**src/intflag_pkg.sv**
```systemverilog
// Purpose: Constants for the interrupt status, trap and flag registers
// Assumes: 16-bit register port, one clock
// Notes: Offsets are register word indices on the plain register port
package intflag_pkg;
    localparam int ADDR_W = 4;
    localparam int DATA_W = 16;
    // Register indices
    localparam logic [3:0] OFF_CORE_CTRL = 4'h0;
    localparam logic [3:0] OFF_TRAP_NEST = 4'h1;
    localparam logic [3:0] OFF_VEC_EDGE = 4'h2;
    localparam logic [3:0] OFF_FLAGS_1 = 4'h3;
    localparam logic [3:0] OFF_FLAGS_2 = 4'h4;
    localparam logic [3:0] OFF_FLAGS_3 = 4'h5;
    localparam logic [3:0] OFF_ARITH_STAT = 4'h6;
    localparam logic [3:0] OFF_IRQ_STAT = 4'h7;
    localparam logic [3:0] OFF_IRQ_CLR = 4'h8;
    localparam logic [3:0] OFF_IRQ_EN = 4'h9;
    // Implemented bit masks
    localparam logic [15:0] CORE_MASK = 16'h0008;
    localparam logic [15:0] TRAP_MASK = 16'h801E;
    localparam logic [15:0] VEC_MASK = 16'hC007;
    localparam logic [15:0] VEC_WR_MASK = 16'h8007;
    localparam logic [15:0] FLAGS1_MASK = 16'hBF8F;
    localparam logic [15:0] FLAGS2_MASK = 16'h201F;
    localparam logic [15:0] FLAGS3_MASK = 16'h2102;
    localparam logic [15:0] ARITH_MASK = 16'h00E0;
    localparam logic [15:0] RESET_VAL = 16'h0000;
    // Field positions
    localparam int CORE_HIGH_BIT = 3;
    localparam int NEST_OFF_BIT = 15;
    localparam int ALT_VEC_BIT = 15;
    localparam int MASK_INSTR_BIT = 14;
    localparam int PRIO_LO_LSB = 5;
    localparam int TRAP_OSC_BIT = 1;
    localparam int FLAG2_EXT2_BIT = 13;
    localparam int FLAG2_EXT1_BIT = 4;
    localparam int FLAG1_EXT0_BIT = 0;
    localparam logic [2:0] PRIO_LO_TOP = 3'h7;
    localparam int NUM_EXT = 3;
    localparam int NUM_IRQ_EV = 4;
endpackage

```
**src/intflag_ctrl.sv**
```systemverilog
// Purpose: Priority level, trap, vector select and request flag registers
// Assumes: Plain register port, read data one cycle after read strobe
// Notes: Hardware sets beat software clears on flag registers
// How it works
// Read-only bit shows level above seven
// Level is high bit over low field
// Unimplemented bits read zero, ignore writes
// Four trap bits, hardware set, writable
// Alternate vector table when select set
// Read-only bit shows mask instruction active
// Polarity bit picks falling or rising edge
// One flag per source, hardware sets
// First flags upper byte layout
// First flags lower byte layout
// Second flag register layout
// Third flag register layout
// Low priority field locked when nesting off
// Low field 111 blocks user sources
// Hardware set wins over software clear
`timescale 1ns/100ps
module intflag_ctrl
    import intflag_pkg::*;
(
    input wire logic CORE_CLK,
    input wire logic RST_N,
    input wire logic [ADDR_W-1:0] ADDR,
    input wire logic [DATA_W-1:0] WDATA,
    input wire logic WR_EN,
    input wire logic RD_EN,
    output logic [DATA_W-1:0] RDATA,
    input wire logic [3:0] TRAP_EVENT,
    input wire logic TRAP_TAKEN,
    input wire logic TRAP_DONE,
    input wire logic MASK_INSTR_START,
    input wire logic MASK_INSTR_END,
    input wire logic [DATA_W-1:0] FLAGS1_SET,
    input wire logic [DATA_W-1:0] FLAGS2_SET,
    input wire logic [DATA_W-1:0] FLAGS3_SET,
    input wire logic [NUM_EXT-1:0] EXT_PIN,
    output logic [3:0] PRIO_LEVEL,
    output logic USER_BLOCKED,
    output logic ALT_VECTOR_SEL,
    output logic [DATA_W-1:0] FLAGS1,
    output logic [DATA_W-1:0] FLAGS2,
    output logic [DATA_W-1:0] FLAGS3,
    output logic IRQ
);
    logic prio_high_ff, nxt_prio_high;
    logic [2:0] prio_low_ff, nxt_prio_low;
    logic [15:0] trap_ff, nxt_trap;
    logic [15:0] vec_ff, nxt_vec;
    logic [15:0] f1_ff, nxt_f1;
    logic [15:0] f2_ff, nxt_f2;
    logic [15:0] f3_ff, nxt_f3;
    logic [15:0] rdata_ff, nxt_rdata;
    logic [NUM_IRQ_EV-1:0] ists_ff, nxt_ists, ien_ff, nxt_ien;
    logic irq_ff, nxt_irq;
    logic [3:0] lvl_ff, nxt_lvl;
    logic blk_ff, nxt_blk;
    logic [NUM_EXT-1:0] ext_hit;
    logic [15:0] core_view, arith_view;
    logic [15:0] set1, set2, set3;
    logic wr_trap, wr_vec, wr_f1, wr_f2, wr_f3, wr_ar;

    edge_detect u_edge (
        .clk(CORE_CLK),
        .rst_n(RST_N),
        .pin(EXT_PIN),
        .falling_sel(vec_ff[2:0]),
        .hit(ext_hit)
    );

    // Write decodes
    assign wr_trap = WR_EN && ADDR == OFF_TRAP_NEST;
    assign wr_vec = WR_EN && ADDR == OFF_VEC_EDGE;
    assign wr_f1 = WR_EN && ADDR == OFF_FLAGS_1;
    assign wr_f2 = WR_EN && ADDR == OFF_FLAGS_2;
    assign wr_f3 = WR_EN && ADDR == OFF_FLAGS_3;
    assign wr_ar = WR_EN && ADDR == OFF_ARITH_STAT;

    // Hardware set vectors, external edges merged at their bits
    always_comb begin
        set1 = FLAGS1_SET & FLAGS1_MASK;
        set1[FLAG1_EXT0_BIT] = set1[FLAG1_EXT0_BIT] | ext_hit[0];
        set2 = FLAGS2_SET & FLAGS2_MASK;
        set2[FLAG2_EXT1_BIT] = set2[FLAG2_EXT1_BIT] | ext_hit[1];
        set2[FLAG2_EXT2_BIT] = set2[FLAG2_EXT2_BIT] | ext_hit[2];
        set3 = FLAGS3_SET & FLAGS3_MASK;
    end

    // Read views of the composed registers
    assign core_view = {12'h000, prio_high_ff, 3'h0} & CORE_MASK;
    assign arith_view = {8'h00, prio_low_ff, 5'h00} & ARITH_MASK;

    // Next-state for all register state
    always_comb begin
        nxt_prio_high = prio_high_ff;
        if (TRAP_TAKEN)
            nxt_prio_high = 1'b1;
        else if (TRAP_DONE)
            nxt_prio_high = 1'b0;
        nxt_prio_low = prio_low_ff;
        if (wr_ar && !trap_ff[NEST_OFF_BIT])
            nxt_prio_low = WDATA[PRIO_LO_LSB +: 3];
        // Trap bits: write, then hardware sets on top
        nxt_trap = trap_ff;
        if (wr_trap)
            nxt_trap = WDATA & TRAP_MASK;
        nxt_trap[TRAP_OSC_BIT +: 4] = nxt_trap[TRAP_OSC_BIT +: 4]
                                      | TRAP_EVENT;
        nxt_vec = vec_ff;
        if (wr_vec)
            nxt_vec = (WDATA & VEC_WR_MASK)
                      | (vec_ff & ~VEC_WR_MASK);
        if (MASK_INSTR_START)
            nxt_vec[MASK_INSTR_BIT] = 1'b1;
        else if (MASK_INSTR_END)
            nxt_vec[MASK_INSTR_BIT] = 1'b0;
        // Flags: software value, then hardware set wins
        nxt_f1 = (wr_f1 ? (WDATA & FLAGS1_MASK) : f1_ff) | set1;
        nxt_f2 = (wr_f2 ? (WDATA & FLAGS2_MASK) : f2_ff) | set2;
        nxt_f3 = (wr_f3 ? (WDATA & FLAGS3_MASK) : f3_ff) | set3;
        // Interrupt events: trap, ext edges, mask instr end
        nxt_ists = ists_ff;
        if (WR_EN && ADDR == OFF_IRQ_CLR)
            nxt_ists = ists_ff & ~WDATA[NUM_IRQ_EV-1:0];
        nxt_ists = nxt_ists | {MASK_INSTR_END, ext_hit[2], |ext_hit[1:0],
                               |TRAP_EVENT};
        nxt_ien = ien_ff;
        if (WR_EN && ADDR == OFF_IRQ_EN)
            nxt_ien = WDATA[NUM_IRQ_EV-1:0];
        nxt_irq = |(nxt_ists & nxt_ien);
        nxt_lvl = {nxt_prio_high, nxt_prio_low};
        nxt_blk = nxt_prio_low == PRIO_LO_TOP || nxt_prio_high;
        // Read mux; unmapped reads zero
        nxt_rdata = rdata_ff;
        if (RD_EN) begin
            case (ADDR)
                OFF_CORE_CTRL: nxt_rdata = core_view;
                OFF_TRAP_NEST: nxt_rdata = trap_ff & TRAP_MASK;
                OFF_VEC_EDGE: nxt_rdata = vec_ff & VEC_MASK;
                OFF_FLAGS_1: nxt_rdata = f1_ff;
                OFF_FLAGS_2: nxt_rdata = f2_ff;
                OFF_FLAGS_3: nxt_rdata = f3_ff;
                OFF_ARITH_STAT: nxt_rdata = arith_view;
                OFF_IRQ_STAT: nxt_rdata = {12'h000, ists_ff};
                OFF_IRQ_EN: nxt_rdata = {12'h000, ien_ff};
                default: nxt_rdata = RESET_VAL;
            endcase
        end
    end

    // All state registers
    always_ff @(posedge CORE_CLK or negedge RST_N) begin
        if (!RST_N) begin
            prio_high_ff <= 1'b0;
            prio_low_ff <= 3'h0;
            trap_ff <= RESET_VAL;
            vec_ff <= RESET_VAL;
            f1_ff <= RESET_VAL;
            f2_ff <= RESET_VAL;
            f3_ff <= RESET_VAL;
            rdata_ff <= RESET_VAL;
            ists_ff <= '0;
            ien_ff <= '0;
            irq_ff <= 1'b0;
            lvl_ff <= 4'h0;
            blk_ff <= 1'b0;
        end else begin
            prio_high_ff <= nxt_prio_high;
            prio_low_ff <= nxt_prio_low;
            trap_ff <= nxt_trap;
            vec_ff <= nxt_vec;
            f1_ff <= nxt_f1;
            f2_ff <= nxt_f2;
            f3_ff <= nxt_f3;
            rdata_ff <= nxt_rdata;
            ists_ff <= nxt_ists;
            ien_ff <= nxt_ien;
            irq_ff <= nxt_irq;
            lvl_ff <= nxt_lvl;
            blk_ff <= nxt_blk;
        end
    end

    // Outputs straight from flops; flag outputs are the flag state registers themselves
    assign RDATA = rdata_ff;
    assign PRIO_LEVEL = lvl_ff;
    assign USER_BLOCKED = blk_ff;
    assign ALT_VECTOR_SEL = vec_ff[ALT_VEC_BIT];
    assign FLAGS1 = f1_ff;
    assign FLAGS2 = f2_ff;
    assign FLAGS3 = f3_ff;
    assign IRQ = irq_ff;

    // Register path checks; a later software clear may drop a held flag
    high_bit_a: assert property (@(posedge CORE_CLK)
        disable iff (!RST_N)
        (RD_EN && ADDR == OFF_CORE_CTRL)
        |=> RDATA == {12'h000, $past(prio_high_ff), 3'h0})
        else $error("core control read wrong");
    level_join_a: assert property (@(posedge CORE_CLK)
        disable iff (!RST_N)
        (wr_ar && !trap_ff[NEST_OFF_BIT])
        |=> PRIO_LEVEL == {prio_high_ff, $past(WDATA[PRIO_LO_LSB +: 3])})
        else $error("level not composed");
    unimpl_zero_a: assert property (@(posedge CORE_CLK)
        disable iff (!RST_N)
        (RD_EN && ADDR == OFF_FLAGS_3) |=> (RDATA & ~FLAGS3_MASK) == 16'h0000)
        else $error("unused bits read nonzero");
    trap_set_a: assert property (@(posedge CORE_CLK)
        disable iff (!RST_N)
        TRAP_EVENT[0] |=> trap_ff[TRAP_OSC_BIT])
        else $error("trap bit not set");
    alt_vec_a: assert property (@(posedge CORE_CLK)
        disable iff (!RST_N)
        wr_vec |=> ALT_VECTOR_SEL == $past(WDATA[ALT_VEC_BIT]))
        else $error("vector select not stored");
    mask_instr_a: assert property (@(posedge CORE_CLK)
        disable iff (!RST_N)
        MASK_INSTR_START |=> vec_ff[MASK_INSTR_BIT])
        else $error("mask instr status not set");
    set_wins_a: assert property (@(posedge CORE_CLK)
        disable iff (!RST_N)
        (wr_f1 && FLAGS1_SET[15]) |=> FLAGS1[15])
        else $error("clear beat hardware set");
    flag_hold_a: assert property (@(posedge CORE_CLK)
        disable iff (!RST_N)
        (FLAGS2_SET[0] && !wr_f2)
        |=> FLAGS2[0] ##1 (FLAGS2[0] || $past(wr_f2)))
        else $error("flag not held");
    nest_lock_a: assert property (@(posedge CORE_CLK)
        disable iff (!RST_N)
        (wr_ar && trap_ff[NEST_OFF_BIT]) |=> $stable(prio_low_ff))
        else $error("low field written while locked");
    block_top_a: assert property (@(posedge CORE_CLK)
        disable iff (!RST_N)
        (prio_low_ff == PRIO_LO_TOP || prio_high_ff) |-> USER_BLOCKED)
        else $error("level seven not blocking");
    ext_flag_a: assert property (@(posedge CORE_CLK)
        disable iff (!RST_N)
        ext_hit[0] |=> FLAGS1[FLAG1_EXT0_BIT])
        else $error("ext0 edge not flagged");
endmodule

```
**src/edge_detect.sv**
```systemverilog
// Purpose: Synchronise external request pins and detect selected edge
// Assumes: Pins are asynchronous to CORE_CLK
// Notes: One output pulse per chosen edge
`timescale 1ns/100ps
module edge_detect
    import intflag_pkg::*;
(
    input wire logic clk,
    input wire logic rst_n,
    input wire logic [NUM_EXT-1:0] pin,
    input wire logic [NUM_EXT-1:0] falling_sel,
    output logic [NUM_EXT-1:0] hit
);
    logic [NUM_EXT-1:0] meta_ff, sync_ff, last_ff;
    logic [NUM_EXT-1:0] nxt_meta, nxt_sync, nxt_last;

    // Sampling chain; only sync_ff reads meta_ff
    always_comb begin
        nxt_meta = pin;
        nxt_sync = meta_ff;
        nxt_last = sync_ff;
    end

    always_ff @(posedge clk or negedge rst_n) begin
        if (!rst_n) begin
            meta_ff <= '0;
            sync_ff <= '0;
            last_ff <= '0;
        end else begin
            meta_ff <= nxt_meta;
            sync_ff <= nxt_sync;
            last_ff <= nxt_last;
        end
    end

    // Edge choice per input
    genvar g;
    generate
        for (g = 0; g < NUM_EXT; g++) begin : g_ch
            assign hit[g] = falling_sel[g] ? (last_ff[g] & ~sync_ff[g])
                                           : (~last_ff[g] & sync_ff[g]);
        end
    endgenerate

    fall_edge_a: assert property (@(posedge clk)
        disable iff (!rst_n)
        (falling_sel[0] && $fell(sync_ff[0])) |-> hit[0])
        else $error("falling edge missed");
    rise_edge_a: assert property (@(posedge clk)
        disable iff (!rst_n)
        (hit[0] && !falling_sel[0]) |-> $rose(sync_ff[0]))
        else $error("rising hit without edge");
endmodule

```
**config.mk**
```make
export PLATFORM = sky130hd
export DESIGN_NAME = intflag_ctrl
export DESIGN_NICKNAME = d
export VERILOG_FILES = /design/src/intflag_pkg.sv /design/src/intflag_ctrl.sv /design/src/edge_detect.sv
export SDC_FILE = /design/constraint.sdc
export NUM_CORES = 1
export LEC_CHECK = 0
export BUFFER_PORTS_ARGS = -buffer_cell sky130_fd_sc_hd__buf_2
export CAP_MARGIN = 40
export CORE_ASPECT_RATIO = 0.75
export CORE_MARGIN = 10
export CORE_UTILIZATION = 51
export CTS_BUF_LIST = sky130_fd_sc_hd__clkbuf_8
export CTS_CLUSTER_DIAMETER = 100
export CTS_CLUSTER_SIZE = 40
export DETAILED_ROUTE_END_ITERATION = 8
export GPL_TIMING_DRIVEN = 0
export PLACE_DENSITY = 0.87
export SLEW_MARGIN = 20
export SYNTH_ARGS = -nofsm -noshare
export SYNTH_HDL_FRONTEND = slang
export SYNTH_HIERARCHICAL = 1
export SYNTH_SLANG_ARGS = --single-unit
```
**constraint.sdc**
```tcl
create_clock -name CORE_CLK -period 3.17 [get_ports CORE_CLK]
set_input_delay 0.1585 -clock CORE_CLK [delete_from_list [all_inputs] [get_ports CORE_CLK]]
set_output_delay 0.1585 -clock CORE_CLK [all_outputs]
set_load 0.1 [all_outputs]
```
==> flow_summary.ini <==
[final_layout]
layout.cells.non_filler = 554
synthToLayoutAreaGrowth_pct = 32.17
drive_gt1_share_pct = 36.15
fin_nets = 551
n_antenna_cell = 0
fin_util_pct = 70.46

[die]
start_util_pct = 53.31
num_rows = 25
die_w_um = 114.5
die_area_um2 = 10410
ios = 154
die_y_um = 90.90
core_um2 = 6412

[clock_network]
cts_tree = done
root_buffer = clkbuf_8
cts_made_buffers = 9
path_clk_slew_ns = 0.07
ctsLongestPathBuffers = 2
clkSinkCount = 70
h-tree-depth = 3
clk_latency_ns = 0.35
cts_resized = 0

[global_routing]
grt_pass1_wl_um = 16360
antenna_found_initial = 0
grt.total_usage_pct = 19.89
grt_pass1_vias = 2942
grt_max_degree = 58
overflow = 0

[drt]
vias = 2950
via_per_inst = 5.325
first_pass_iters = 4
drtIter0Drc = 193
wl_um = 10280
route.detailed.drc = 0
antenna_left = 0
wl_per_cell_um = 18.56

[hold_path]
holdCritPathClass = input port to flip-flop

[worst_setup_path]
rrSetupSlack_ns = 1.60
reg2reg_from = u_edge/last_ff[1]
critPathMaxFanout = 3
reg2reg_depth = 6
worstPathArrival_ns = 1.86
criticalPathCategory = flip-flop to flip-flop
r2r-end = IRQ
end_kind = flip-flop
crit_start = u_edge/last_ff[1]
cp-endpoint = IRQ
cp.required_ns = 3.45
cp-start-kind = flip-flop

[timing]
maxSlewViolCount = 0
whs_ns = 0.007404
min_period_ns = 1.574
fmax_ghz = 0.6354
tightest_slew_ns = 0.6289
final_hold_viol_count = 0
rsz0062_at_grt = no
clock_skew_ns = 0.007162
period_share_pct = 49.65
setup-violations-final = 0
setup_tns_ns = 0
max_slew_margin_pct = 57.90

[yosys]
synth_cell_types = 54
syn_area_um2 = 3418
netlist.area_leader.share_pct = 51.24
synth_edf_count = 0
yosysWarnings = 6
yosysSeqAreaShare_pct = 51.24
synth.ff_latch_count = 70
synth_most_common_cell = dfrtp_1
yosys-top-cells-area = dfrtp_1, buf_4, nand2_1
synth_commonest_cells = dfrtp_1, nand2_1, buf_4
async_flop_share_pct = 100.0
ys.flop_type = dfrtp_1
synth_top_area_cell = dfrtp_1
syn_area_per_cell_um2 = 10.78
syn_inst = 317

[pwr]
p_leak_nw = 2.212
p_per_area_nw_per_um2 = 560.2
max-vdd-ir-drop_mv = 0.3204

[job]
maxCapViolations = 0

[placed_design]
gp_congestion = 0.8890
port-buffer-count = 95
dp_cells = 520
dp.final_hpwl_um = 7722

[outcome]
outcome = completed
-- state kept, by name (all words and copies together) (netlist names) --
signal	flops
FLAGS1	12
FLAGS2	6
FLAGS3	3
IRQ	1
PRIO_LEVEL	4
RDATA	16
USER_BLOCKED	1
ien_ff	4
ists_ff	4
trap_ff	5
u_edge/last_ff	3
u_edge/meta_ff	3
u_edge/nxt_last	3
vec_ff	5
-- metal layers --
layer	share of wire [%]	vias up	global-route usage, %	routed length, um
met1	39	1424	24.17	4002
met3	12	6	8.964	1271
met5	0	-	0	0
met2	48	148	32.02	4948
li1	-	1372	-	-
met4	0.57	0	3.438	59
-- how the worst min path moves through the flow --
stage	startpoint	end	slack (ns)	depth (start not counted)
6_report	FLAGS1_SET[7]	FLAGS1[7]	0.007	2
5_1_grt	TRAP_EVENT[3]	trap_ff[4]	0.002	2
3_5_place_dp	RST_N	trap_ff[4]	0.03	1
2_1_floorplan	RST_N	FLAGS1[0]	-0.14	0
4_1_cts	FLAGS1_SET[7]	FLAGS1[7]	0.0007	2
3_3_place_gp	EXT_PIN[2]	u_edge/meta_ff[2]	0.27	1
-- logic make-up after synthesis --
logic type,Yosys count,synth area share [%]
AO/OA/AOI/OAI,60,14.24
buffers and inverters,50,9.224
AND/OR/NAND/NOR,122,20.50
multiplexers,14,4.685
other,1,0.1097
flip-flops,70,51.24
-- power breakdown --
| part | leakage [nW] | switching [mW] | internal [mW] | total (mW) |
|---|---|---|---|---|
| Sequential | 0.771 | 0.0454 | 0.959 | 1.00 |
| Combinational | 1.32 | 0.558 | 0.188 | 0.746 |
| Clock | 0.119 | 0.325 | 0.456 | 0.781 |
-- per-stage QoR --
step                      setup slack, ns  area [um2]  total power, mW
after detailed placement            1.240        4123            1.742
after global routing                1.497        4518            2.638
after CTS                           1.622        4508            2.536
final                               1.596        4518            2.531
after global placement              1.306        4093            1.727
after floorplan                     1.443        3516            1.587
-- placed cells by master, fill, tap and decap left out, drive strengths merged, types with 5 or more instances in the layout --
master       synthesis  layout
mux2                13      13
nand3               13      13
buf                 36     132
conb                 1      27
o21ai                5       5
and3                 6       6
nand2               40      40
o2bb2ai              5       5
inv                  9      11
clkbuf               5      15
nor2                12      12
dfrtp               70      70
nor2b               13      13
a22o                 9       9
dlygate4sd3          0      18
a211o                7       7
nand3b              18      18
-- cell type report --
| class | instances | area [um2] |
|---|---|---|
| Inverter | 9 | 33.78 |
| Fill cell | 480 | 1894 |
| Buffer | 41 | 281.5 |
| Clock buffer | 10 | 137.6 |
| Timing Repair Buffer | 114 | 685.7 |
| Multi-Input combinational cell | 223 | 1449 |
| Sequential cell | 70 | 1752 |
| Tap cell | 81 | 101.3 |
| Clock inverter | 6 | 77.57 |
-- worst max-delay path, stage by stage, from the launching register on --
cell      delay [ns]
dfrtp_1         0.37
nand2b_1        0.14
o21ai_1         0.31
nor2_1          0.09
a41oi_1         0.32
o21a_1          0.17
a2111o_1        0.09
-- timing repair --
action | in CTS | in global routing
endpoints found under the setup margin | 0 | 0
buffers inserted | 0 | 0
hold buffers | 17 | 1
hold endpoints to repair | 86 | 1
No activity file was read; power rests on OpenSTA's default activity.
